$ cat src/clf_map.svh
`ifndef CLF_MAP_SVH
`define CLF_MAP_SVH
// register byte offsets
`define CLF_HW_OFS      8'h00
`define CLF_MODE_OFS    8'h04
`define CLF_BEHAV_OFS   8'h08
`define CLF_HSIC_OFS    8'h0C
`define CLF_AFE_OFS     8'h10
`define CLF_USB0_OFS    8'h14
`define CLF_MAC_OFS     8'h18
`define CLF_STAT_OFS    8'h1C
// image byte positions in the store
`define CLF_NV_BYTES    9
`define CLF_IDX_LED0    0
`define CLF_IDX_LED1    1
`define CLF_IDX_LED2    2
`define CLF_IDX_LED3    3
`define CLF_IDX_LED4    4
`define CLF_IDX_FLG0    5
// hardware setup register fields
`define CLF_HW_PROT_BIT 4
`define CLF_HW_SEL_LSB  5
`define CLF_HW_POL_BIT  7
// configuration flags word fields
`define CLF_F_EN50      31
`define CLF_F_SLEW      30
`define CLF_F_SQU_MSB   29
`define CLF_F_SQU_LSB   27
`define CLF_F_SWAP      21
`define CLF_F_SUSP      20
`define CLF_F_SEL_MSB   19
`define CLF_F_SEL_LSB   18
`define CLF_F_POL       17
`define CLF_F_ADD       16
// reset values and timing
`define CLF_MODE_RST    16'h0000
`define CLF_BEHAV_RST   16'h0000
`define CLF_SYNC_CYC    2'h2
`endif

$ cat src/clf_pkg.sv
`default_nettype none
package clf_pkg;
    typedef enum logic [1:0] {
        ST_WAIT  = 2'b00,
        ST_FETCH = 2'b01,
        ST_APPLY = 2'b11,
        ST_DONE  = 2'b10
    } clf_state_t;
endpackage : clf_pkg
`default_nettype wire

$ cat src/clf_loader.sv
// Function
// - bits 3:0 of the first LED byte enable indicator pins 3..0; bits 7:4 ignored
// - the first LED byte supplies only the indicator pin enables of the hardware setup register; its sleep pin fields load from the flags
// - second LED byte: high nibble to LED1 function, low nibble to LED0 function
// - third LED byte: high nibble to LED3 function, low nibble to LED2 function
// - fourth LED byte goes unchanged into behaviour bits 7:0
// - fifth LED byte goes unchanged into behaviour bits 15:8
// - mode select register keeps its value across soft reset (srst) while protection is set; power-on reset clears it
// - behaviour register keeps its value across soft reset (srst) while protection is set; power-on reset clears it
// - flag bit 31 loads the fifty ohm driver enable
// - flag bit 30 loads the driver slew trim
// - flag bits 29:27 load the squelch trim field of the front end
// - flag bits 26:22 are ignored; bit 21 loads the interchip lane swap
// - flag bit 20 loads suspend allow of usb setup register zero
// - flag bits 19:18 load the sleep pin choice field
// - flag bit 17 loads the sleep pin level bit
// - flag bit 16 loads the automatic duplex bit of the mac control register
`timescale 1ns/1ps
`default_nettype none
`include "clf_map.svh"
module clf_loader #(
    parameter int NV_AW   = 16,
    parameter int NV_BASE = 0
) (
    input  wire logic             ref_clk,
    input  wire logic             srst,
    input  wire logic             por,
    input  wire logic             nv_present,
    output logic                  nv_rd_req,
    output logic [NV_AW-1:0]      nv_addr,
    input  wire logic             nv_rd_valid,
    input  wire logic [7:0]       nv_rd_data,
    input  wire logic [7:0]       reg_addr,
    input  wire logic [31:0]      reg_wdata,
    input  wire logic             reg_wr,
    input  wire logic             reg_rd,
    output logic [31:0]           reg_rdata,
    output logic                  cfg_ready,
    output logic [3:0]            indicator_pin_on,
    output logic                  rst_protect,
    output logic [1:0]            sleep_pin_choice,
    output logic                  sleep_pin_level,
    output logic [15:0]           led_mode,
    output logic [15:0]           led_behaviour,
    output logic                  fifty_ohm_driver_on,
    output logic                  driver_slew_trim,
    output logic                  interchip_lane_swap,
    output logic [2:0]            squelch_trim_field,
    output logic                  suspend_allow,
    output logic                  auto_duplex
);
    if (NV_AW < 4) begin : g_bad
        $error("clf_loader: NV_AW too small");
    end
    ////////////////////////////////////////////////////////////////////////
    // sequencing
    clf_pkg::clf_state_t state_q;
    clf_pkg::clf_state_t state_d;
    logic [1:0]          wait_q;
    logic                pres_m_q;
    logic                pres_s_q;
    logic                from_nv_q;
    logic                fetch_start;
    logic                fetch_done;
    logic                byte_we;
    logic [3:0]          byte_idx;
    logic [7:0]          byte_data;
    logic [7:0]          img_q [`CLF_NV_BYTES];
    logic [31:0]         flags;
    logic                loading;
    logic                any_rst;
    assign any_rst     = srst || por;
    assign loading     = (state_q != clf_pkg::ST_DONE);
    assign fetch_start = (state_q == clf_pkg::ST_WAIT) && (wait_q == `CLF_SYNC_CYC) && pres_s_q;
    assign flags       = {img_q[`CLF_IDX_FLG0 + 3], img_q[`CLF_IDX_FLG0 + 2],
                          img_q[`CLF_IDX_FLG0 + 1], img_q[`CLF_IDX_FLG0]};
    // strap pin, two stages before anything looks at it
    always_ff @(posedge ref_clk) begin
        pres_m_q <= nv_present;
        pres_s_q <= pres_m_q;
    end
    always_comb begin
        state_d = state_q;
        case (state_q)
            clf_pkg::ST_WAIT: begin
                if (wait_q == `CLF_SYNC_CYC)
                    state_d = pres_s_q ? clf_pkg::ST_FETCH : clf_pkg::ST_DONE;
            end
            clf_pkg::ST_FETCH: begin
                if (fetch_done)
                    state_d = clf_pkg::ST_APPLY;
            end
            clf_pkg::ST_APPLY: state_d = clf_pkg::ST_DONE;
            clf_pkg::ST_DONE:  state_d = clf_pkg::ST_DONE;
            default:           state_d = clf_pkg::ST_WAIT;
        endcase
    end
    always_ff @(posedge ref_clk) begin
        if (any_rst) begin
            state_q   <= clf_pkg::ST_WAIT;
            wait_q    <= 2'h0;
            from_nv_q <= 1'b0;
        end else begin
            state_q <= state_d;
            if (state_q == clf_pkg::ST_WAIT && wait_q != `CLF_SYNC_CYC)
                wait_q <= wait_q + 2'h1;
            if (state_q == clf_pkg::ST_APPLY)
                from_nv_q <= 1'b1;
        end
    end

    always_ff @(posedge ref_clk) begin
        if (byte_we)
            img_q[byte_idx] <= byte_data;
    end
    clf_nv_fetch #(
        .NV_AW   (NV_AW),
        .NBYTES  (`CLF_NV_BYTES),
        .NV_BASE (NV_BASE)
    ) u_fetch (
        .ref_clk     (ref_clk),
        .srst        (any_rst),
        .start       (fetch_start),
        .nv_rd_req   (nv_rd_req),
        .nv_addr     (nv_addr),
        .nv_rd_valid (nv_rd_valid),
        .nv_rd_data  (nv_rd_data),
        .byte_we     (byte_we),
        .byte_idx    (byte_idx),
        .byte_data   (byte_data),
        .done        (fetch_done)
    );
    ////////////////////////////////////////////////////////////////////////
    // register port
    function automatic logic hit(input logic [7:0] a, input logic [7:0] ofs);
        hit = (a == ofs);
    endfunction : hit
    logic        apply;
    logic        sw_wr;
    logic        wr_hw;
    logic        wr_mode;
    logic        wr_behav;
    logic        wr_hsic;
    logic        wr_afe;
    logic        wr_usb0;
    logic        wr_mac;
    logic [31:0] rd_mux;
    logic [31:0] hw_word;
    logic [31:0] stat_word;
    logic        keep_led;
    assign apply    = (state_q == clf_pkg::ST_APPLY);
    assign sw_wr    = reg_wr && !loading && !any_rst;
    assign wr_hw    = sw_wr && hit(reg_addr, `CLF_HW_OFS);
    assign wr_mode  = sw_wr && hit(reg_addr, `CLF_MODE_OFS);
    assign wr_behav = sw_wr && hit(reg_addr, `CLF_BEHAV_OFS);
    assign wr_hsic  = sw_wr && hit(reg_addr, `CLF_HSIC_OFS);
    assign wr_afe   = sw_wr && hit(reg_addr, `CLF_AFE_OFS);
    assign wr_usb0  = sw_wr && hit(reg_addr, `CLF_USB0_OFS);
    assign wr_mac   = sw_wr && hit(reg_addr, `CLF_MAC_OFS);
    // protected contents are software's choice, so a load must not undo them
    assign keep_led = rst_protect;
    assign hw_word   = {24'h00_0000, sleep_pin_level, sleep_pin_choice, rst_protect,
                        indicator_pin_on};
    assign stat_word = {29'h0000_0000, from_nv_q, pres_s_q, cfg_ready};
    assign rd_mux =
        hit(reg_addr, `CLF_HW_OFS)    ? hw_word :
        hit(reg_addr, `CLF_MODE_OFS)  ? {16'h0000, led_mode} :
        hit(reg_addr, `CLF_BEHAV_OFS) ? {16'h0000, led_behaviour} :
        hit(reg_addr, `CLF_HSIC_OFS)  ? {29'h0000_0000, interchip_lane_swap, driver_slew_trim,
                                         fifty_ohm_driver_on} :
        hit(reg_addr, `CLF_AFE_OFS)   ? {29'h0000_0000, squelch_trim_field} :
        hit(reg_addr, `CLF_USB0_OFS)  ? {31'h0000_0000, suspend_allow} :
        hit(reg_addr, `CLF_MAC_OFS)   ? {31'h0000_0000, auto_duplex} :
        hit(reg_addr, `CLF_STAT_OFS)  ? stat_word : 32'h0000_0000;

    always_ff @(posedge ref_clk) begin
        if (any_rst)
            reg_rdata <= 32'h0000_0000;
        else
            reg_rdata <= reg_rd ? rd_mux : 32'h0000_0000;
    end
    always_ff @(posedge ref_clk) begin
        if (any_rst)
            cfg_ready <= 1'b0;
        else
            cfg_ready <= (state_d == clf_pkg::ST_DONE);
    end
    ////////////////////////////////////////////////////////////////////////
    // loaded registers; store image wins over software only during apply
    always_ff @(posedge ref_clk) begin
        if (por)
            rst_protect <= 1'b0;
        else if (wr_hw)
            rst_protect <= reg_wdata[`CLF_HW_PROT_BIT];
    end
    always_ff @(posedge ref_clk) begin
        if (any_rst) begin
            indicator_pin_on <= 4'h0;
            sleep_pin_choice <= 2'h0;
            sleep_pin_level  <= 1'b0;
        end else if (apply) begin
            indicator_pin_on <= img_q[`CLF_IDX_LED0][3:0];
            sleep_pin_choice <= flags[`CLF_F_SEL_MSB:`CLF_F_SEL_LSB];
            sleep_pin_level  <= flags[`CLF_F_POL];
        end else if (wr_hw) begin
            indicator_pin_on <= reg_wdata[3:0];
            sleep_pin_choice <= reg_wdata[`CLF_HW_SEL_LSB +: 2];
            sleep_pin_level  <= reg_wdata[`CLF_HW_POL_BIT];
        end
    end

    always_ff @(posedge ref_clk) begin
        if (por || (srst && !keep_led))
            led_mode <= `CLF_MODE_RST;
        else if (apply && !keep_led)
            led_mode <= {img_q[`CLF_IDX_LED2], img_q[`CLF_IDX_LED1]};
        else if (wr_mode)
            led_mode <= reg_wdata[15:0];
    end

    always_ff @(posedge ref_clk) begin
        if (por || (srst && !keep_led))
            led_behaviour <= `CLF_BEHAV_RST;
        else if (apply && !keep_led)
            led_behaviour <= {img_q[`CLF_IDX_LED4], img_q[`CLF_IDX_LED3]};
        else if (wr_behav)
            led_behaviour <= reg_wdata[15:0];
    end

    // flag bits 26:22 are never looked at
    always_ff @(posedge ref_clk) begin
        if (any_rst) begin
            fifty_ohm_driver_on <= 1'b0;
            driver_slew_trim    <= 1'b0;
            interchip_lane_swap <= 1'b0;
            squelch_trim_field  <= 3'h0;
            suspend_allow       <= 1'b0;
            auto_duplex         <= 1'b0;
        end else if (apply) begin
            fifty_ohm_driver_on <= flags[`CLF_F_EN50];
            driver_slew_trim    <= flags[`CLF_F_SLEW];
            interchip_lane_swap <= flags[`CLF_F_SWAP];
            squelch_trim_field  <= flags[`CLF_F_SQU_MSB:`CLF_F_SQU_LSB];
            suspend_allow       <= flags[`CLF_F_SUSP];
            auto_duplex         <= flags[`CLF_F_ADD];
        end else begin
            if (wr_hsic) begin
                fifty_ohm_driver_on <= reg_wdata[0];
                driver_slew_trim    <= reg_wdata[1];
                interchip_lane_swap <= reg_wdata[2];
            end
            if (wr_afe)
                squelch_trim_field <= reg_wdata[2:0];
            if (wr_usb0)
                suspend_allow <= reg_wdata[0];
            if (wr_mac)
                auto_duplex <= reg_wdata[0];
        end
    end

    ////////////////////////////////////////////////////////////////////////
    // checks
    logic applied_q;
    always_ff @(posedge ref_clk) applied_q <= apply && !any_rst;

    a_pin_enable_load: assert property (@(posedge ref_clk) disable iff (any_rst)
        apply |=> indicator_pin_on == $past(img_q[`CLF_IDX_LED0][3:0]))
        else $error("pin enables not loaded from first LED byte");
    a_hw_reserved_zero: assert property (@(posedge ref_clk) disable iff (any_rst)
        reg_rd && hit(reg_addr, `CLF_HW_OFS) |=> reg_rdata[31:8] == 24'h00_0000 &&
        reg_rdata[3:0] == $past(indicator_pin_on))
        else $error("hardware setup readback wrong");
    a_mode_low_load: assert property (@(posedge ref_clk) disable iff (any_rst)
        apply && !keep_led |=> led_mode[7:0] == $past(img_q[`CLF_IDX_LED1]))
        else $error("LED0/LED1 function not loaded");
    a_mode_high_load: assert property (@(posedge ref_clk) disable iff (any_rst)
        apply && !keep_led |=> led_mode[15:8] == $past(img_q[`CLF_IDX_LED2]))
        else $error("LED2/LED3 function not loaded");
    a_behav_low_load: assert property (@(posedge ref_clk) disable iff (any_rst)
        apply && !keep_led |=> led_behaviour[7:0] == $past(img_q[`CLF_IDX_LED3]))
        else $error("behaviour low byte not loaded");
    a_behav_high_load: assert property (@(posedge ref_clk) disable iff (any_rst)
        apply && !keep_led |=> led_behaviour[15:8] == $past(img_q[`CLF_IDX_LED4]))
        else $error("behaviour high byte not loaded");
    a_mode_protect: assert property (@(posedge ref_clk) disable iff (por)
        srst && rst_protect |=> $stable(led_mode))
        else $error("mode select lost across protected reset");
    a_behav_protect: assert property (@(posedge ref_clk) disable iff (por)
        srst && rst_protect ##1 srst |=> $stable(led_behaviour))
        else $error("behaviour lost across protected reset");
    a_hsic_flags: assert property (@(posedge ref_clk) disable iff (any_rst)
        applied_q |-> fifty_ohm_driver_on == flags[31] && driver_slew_trim == flags[30])
        else $error("interchip driver flags wrong");
    a_slew_flag: assert property (@(posedge ref_clk) disable iff (any_rst)
        apply |=> driver_slew_trim == $past(flags[30]))
        else $error("slew trim not loaded");
    a_squelch_flag: assert property (@(posedge ref_clk) disable iff (any_rst)
        apply |=> squelch_trim_field == $past(flags[29:27]))
        else $error("squelch trim not loaded");
    a_swap_flag: assert property (@(posedge ref_clk) disable iff (any_rst)
        apply |=> interchip_lane_swap == $past(flags[21]))
        else $error("lane swap not loaded");
    a_suspend_flag: assert property (@(posedge ref_clk) disable iff (any_rst)
        apply |=> suspend_allow == $past(flags[20]))
        else $error("suspend allow not loaded");
    a_sleep_sel_flag: assert property (@(posedge ref_clk) disable iff (any_rst)
        apply |=> sleep_pin_choice == $past(flags[19:18]))
        else $error("sleep pin choice not loaded");
    a_sleep_pol_flag: assert property (@(posedge ref_clk) disable iff (any_rst)
        apply |=> sleep_pin_level == $past(flags[17]))
        else $error("sleep pin level not loaded");
    a_duplex_flag: assert property (@(posedge ref_clk) disable iff (any_rst)
        apply |=> auto_duplex == $past(flags[16]))
        else $error("auto duplex not loaded");
    a_load_before_use: assert property (@(posedge ref_clk) disable iff (any_rst)
        reg_wr && !cfg_ready && hit(reg_addr, `CLF_MAC_OFS) && state_q != clf_pkg::ST_APPLY
        |=> $stable(auto_duplex))
        else $error("software write taken during load");
    a_absent_done: assert property (@(posedge ref_clk) disable iff (any_rst)
        state_q == clf_pkg::ST_WAIT && wait_q == `CLF_SYNC_CYC && !pres_s_q
        |=> cfg_ready && !nv_rd_req)
        else $error("absent store does not finish");

    c_load_from_store: cover property (@(posedge ref_clk) disable iff (any_rst)
        apply ##1 cfg_ready);
    c_protected_apply: cover property (@(posedge ref_clk) disable iff (any_rst)
        apply && keep_led);
    c_protected_reset: cover property (@(posedge ref_clk) disable iff (por)
        srst && rst_protect);
    c_write_refused: cover property (@(posedge ref_clk) disable iff (any_rst)
        reg_wr && loading);
endmodule : clf_loader
`default_nettype wire

$ cat src/clf_nv_fetch.sv
`timescale 1ns/1ps
`default_nettype none
module clf_nv_fetch #(
    parameter int NV_AW   = 16,
    parameter int NBYTES  = 9,
    parameter int NV_BASE = 0
) (
    input  wire logic             ref_clk,
    input  wire logic             srst,
    input  wire logic             start,
    output logic                  nv_rd_req,
    output logic [NV_AW-1:0]      nv_addr,
    input  wire logic             nv_rd_valid,
    input  wire logic [7:0]       nv_rd_data,
    output logic                  byte_we,
    output logic [3:0]            byte_idx,
    output logic [7:0]            byte_data,
    output logic                  done
);
    if (NBYTES < 1 || NBYTES > 16) begin : g_bad
        $error("clf_nv_fetch: NBYTES out of range");
    end

    logic       busy_q;
    logic [3:0] idx_q;
    logic       last;

    assign last      = (idx_q == 4'(NBYTES - 1));
    assign nv_rd_req = busy_q;
    assign nv_addr   = NV_AW'(NV_BASE) + NV_AW'(idx_q);

    // one read outstanding at a time; the store may take any number of cycles
    always_ff @(posedge ref_clk) begin
        if (srst) begin
            busy_q <= 1'b0;
            idx_q  <= 4'h0;
        end else if (start && !busy_q) begin
            busy_q <= 1'b1;
            idx_q  <= 4'h0;
        end else if (busy_q && nv_rd_valid) begin
            busy_q <= !last;
            idx_q  <= last ? 4'h0 : idx_q + 4'h1;
        end
    end

    always_ff @(posedge ref_clk) begin
        if (srst) begin
            byte_we   <= 1'b0;
            byte_idx  <= 4'h0;
            byte_data <= 8'h00;
            done      <= 1'b0;
        end else begin
            byte_we   <= busy_q && nv_rd_valid;
            byte_idx  <= idx_q;
            byte_data <= nv_rd_data;
            done      <= busy_q && nv_rd_valid && last;
        end
    end
endmodule : clf_nv_fetch
`default_nettype wire

$ cat config.mk
export PLATFORM = sky130hd
export DESIGN_NAME = clf_loader
export DESIGN_NICKNAME = d
export VERILOG_FILES = /design/src/clf_pkg.sv /design/src/clf_loader.sv /design/src/clf_nv_fetch.sv
export VERILOG_INCLUDE_DIRS = /design/src /design/src/src
export SDC_FILE = /design/constraint.sdc
export NUM_CORES = 1
export LEC_CHECK = 0
export BUFFER_PORTS_ARGS = -buffer_cell sky130_fd_sc_hd__buf_4
export CORE_ASPECT_RATIO = 1.75
export CORE_UTILIZATION = 50
export DETAILED_ROUTE_END_ITERATION = 6
export PLACE_DENSITY = 0.85
export SLEW_MARGIN = 20
export SYNTH_ARGS = -nofsm -noshare
export SYNTH_HDL_FRONTEND = slang
export SYNTH_HIERARCHICAL = 1
export SYNTH_SLANG_ARGS = --single-unit
$ cat constraint.sdc
create_clock -name ref_clk -period 4.55 [get_ports ref_clk]
set_input_delay 0.2275 -clock ref_clk [delete_from_list [all_inputs] [get_ports ref_clk]]
set_output_delay 0.2275 -clock ref_clk [all_outputs]
set_load 0.01 [all_outputs]
==> results.txt <==
Outcome: complete, but fails checks
Violated checks: design-rule violations
Worst hold-check path type: in2reg
Cells after Synth: 558
Die Ht: 146 µm
RSZ-0062 raised after global routing: false
Clk_lat worst skew: 0.41 ns
Synth area leader: dfxtp_1
Fin area: 7270 µm²
Main synth FF type: dfxtp_1
Hold EP: u_fetch/byte_data[0]
Worst Skew: 0.00567 ns
Core area: 11,600 µm²
Most instantiated library cell after synthesis: dfxtp_1
Sw frac: 21.6%
Critical R2R Launch: state_q[1]
First drt pass iteration count: 7
Hold Fails Final Rpt: 0
Pre-CTS setup slack: 1.92 ns
Hold Startpoint: nv_rd_data[0]
Yosys reg bits: 138
Fraction of layout cells with a size suffix above 1: 24.5%
Overall Power: 2.76 mW
Reg2Reg Depth: 5
Final nets: 707
Fin worst setup slack: 1.85 ns
Sequential fraction of design power: 46.6%
Initial Util: 51.1%
R2r endpoint: led_mode[14]
GR Util All Layers: 23.4%
Worst EP arrival: 3.01 ns
Die width: 84.3 µm
CP Max Fanout: 44
DP Area: 6660 µm²
Area Growth Syn to Fin: 22.7%
CTS tree: built
Max-slew violations: 0
# fillers: 906
Top post-synthesis cells by area: dfxtp_1 31%, edfxtp_1 24%, mux2i_1 6.9%
Clk sink count: 138
Worst-Margin Slew: 0.949 ns
Worst hold path depth: 2
Final wirelength: 14.2 mm
Syn_area_per_cell: 10.6 µm²
Post-detail-place hpwl: 10.0 mm
Reg clk slew, reported paths: 0.06 ns
Residual DRC: 16
Crit Path Category: reg2reg
Vias per cell: 5.77
Post-synth top area share: 30.8%
Via count: 4,596
Comb power frac: 3.8%
Synth cell count leaders: 91 x dfxtp_1, 47 x edfxtp_1, 41 x mux2i_1
NetSw: 595 µW
Fmax: 0.370 GHz
CP Launch Type: register
Tcrit/Tclk final: 59.3%
FF+latch area: 3230 µm²
Final Wtd Congestion: 0.842
Worst Setup End Kind: register
WP data required: 4.86 ns
Yosys warning count: 6
Maxcap violations: 0
Slew margin rel.: 36.6%
Overflow after GRT: 0
R2R setup slack: 1.85 ns
H-Tree Depth: 4
Antenna cells: 0
Number of I/O pins: 153
Pwr Density: 380 nW/µm²
Pin count of the biggest net entering global routing: 45
Per-cell routed wire length: 17.8 µm
Initial DRC count: 477
PortBufs: 108
Root Buffer: clkbuf_16
Post-synth EDFFs: 47
Netlist cell types: 51
Vias in the first global route: 4,377
Final core occ: 62.7%
First-pass GRT wire length: 22.3 mm
Asr flop ratio synth: 0%
Cts bufs inserted: 17
Area of the multi-input gates: 2380 µm²
Row cnt: 52
Post-Syn Area: 5920 µm²
Final setup vio count: 0
Tmin final: 2.70 ns
Initial antenna violation count: 0
Die area: 12,300 µm²
Clock Power Share: 49.5%
Internal Pwr Total: 2.16 mW
Clk buf depth: 2
ANT nets after route: 0
Setup TNS: 0 ns
Max rail drop VDD: 0.306 mV
Register area share after synthesis: 54.6%
Leakage power: 3.01 nW
-- placed cells by master (no fill, tap or decap), types with 4 or more instances in the layout --
master,n
or3_1,35
a21o_1,4
nor3_1,8
nor2b_1,13
dfxtp_1,91
buf_4,113
clkinv_4,4
a22o_1,4
o21ai_0,35
a21oi_1,35
nor4_1,4
a22oi_1,10
edfxtp_1,47
clkbuf_16,18
inv_1,8
conb_1,28
nand3_1,10
mux2i_1,41
nand2_1,18
mux4_2,4
a211oi_1,4
nor2_1,37
and3_1,35
-- timing repair --
item | CTS | global route
endpoints found under the setup margin | 0 | 0
buffers inserted | 0 | 0
gates resized for setup | 0 | 0
hold buffers | 1 | 0
endpoints found under the hold margin | 1 | 0
-- metrics by stage --
stage	hold slack, ns	instances
floorplan	0.255	584
global placement	0.311	764
detailed placement	0.319	764
CTS	0.0149	797
global route	0.0349	797
finish	0.0305	797
-- flip-flops by register name, indices dropped and copies added (netlist names), 2 cells and up --
signal / cells
u_fetch/idx_q: 4
state_q: 2
reg_rdata: 16
led_behaviour: 16
squelch_trim_field: 3
indicator_pin_on: 4
img_q: 47
led_mode: 16
u_fetch/byte_idx: 4
sleep_pin_choice: 2
wait_q: 2
u_fetch/byte_data: 8
-- power by group through the flow --
stage / registers [mW] / logic, mW / clock network [mW]
after floorplan: 1.31 / 0.0774 / 0
after global placement: 1.31 / 0.0994 / 0
after detailed placement: 1.31 / 0.102 / 0
after CTS: 1.29 / 0.104 / 1.38
after global routing: 1.29 / 0.115 / 1.43
final: 1.29 / 0.106 / 1.37
-- critical path, stage by stage (launching register included) --
cell,delay [ns]
dfxtp_1,0.69
and3b_2,0.87
buf_4,0.46
mux2i_1,0.23
o21ai_0,0.12
and3_1,0.20
-- how the worst max path moves through the flow --
stage / from / endpoint / slack (ns) / cells past startpoint
floorplan: state_q[1] / led_behaviour[10] / 2.65 / 8
global placement: state_q[1] / led_behaviour[13] / 2.03 / 5
detailed placement: state_q[1] / led_mode[14] / 1.92 / 5
CTS: state_q[1] / led_mode[14] / 1.89 / 5
global route: state_q[1] / led_mode[10] / 1.68 / 5
finish: state_q[1] / led_mode[14] / 1.85 / 5
-- kinds of logic (layout without fill, tap and decap cells) --
| logic type | count (synthesis) | count (layout) | share of synthesized area, % |
|---|---|---|---|
| multiplexers | 45 | 45 | 8.45 |
| XOR/XNOR | 1 | 1 | 0.148 |
| AND/OR/NAND/NOR | 187 | 187 | 18.3 |
| buffers and inverters | 77 | 155 | 7.18 |
| other | 2 | 28 | 0.127 |
| adder cells (fa/ha/maj) | 3 | 3 | 0.634 |
| AO/OA/AOI/OAI | 105 | 105 | 10.6 |
| flip-flops | 138 | 138 | 54.6 |
-- per-layer routing --
| metal | vias up | track usage [%] | wire length (µm) |
|---|---|---|---|
| li1 | 2144 | - | - |
| met1 | 2208 | 25.4 | 5170 |
| met2 | 200 | 41.1 | 7570 |
| met3 | 44 | 5.73 | 862 |
| met4 | 0 | 13.1 | 572 |
| met5 | - | 0 | 0 |
-- final cells by class --
class                   count  share of cell area [%]
inverters                   9                   0.465
flip-flops and latches    138                    44.5
multi-input cells         369                    32.7
clock buffers              19                    6.25
repair buffers            114                    11.8
well taps                 135                    2.32
clock inverters            13                    1.93
No activity file was read; power rests on OpenSTA's default activity.
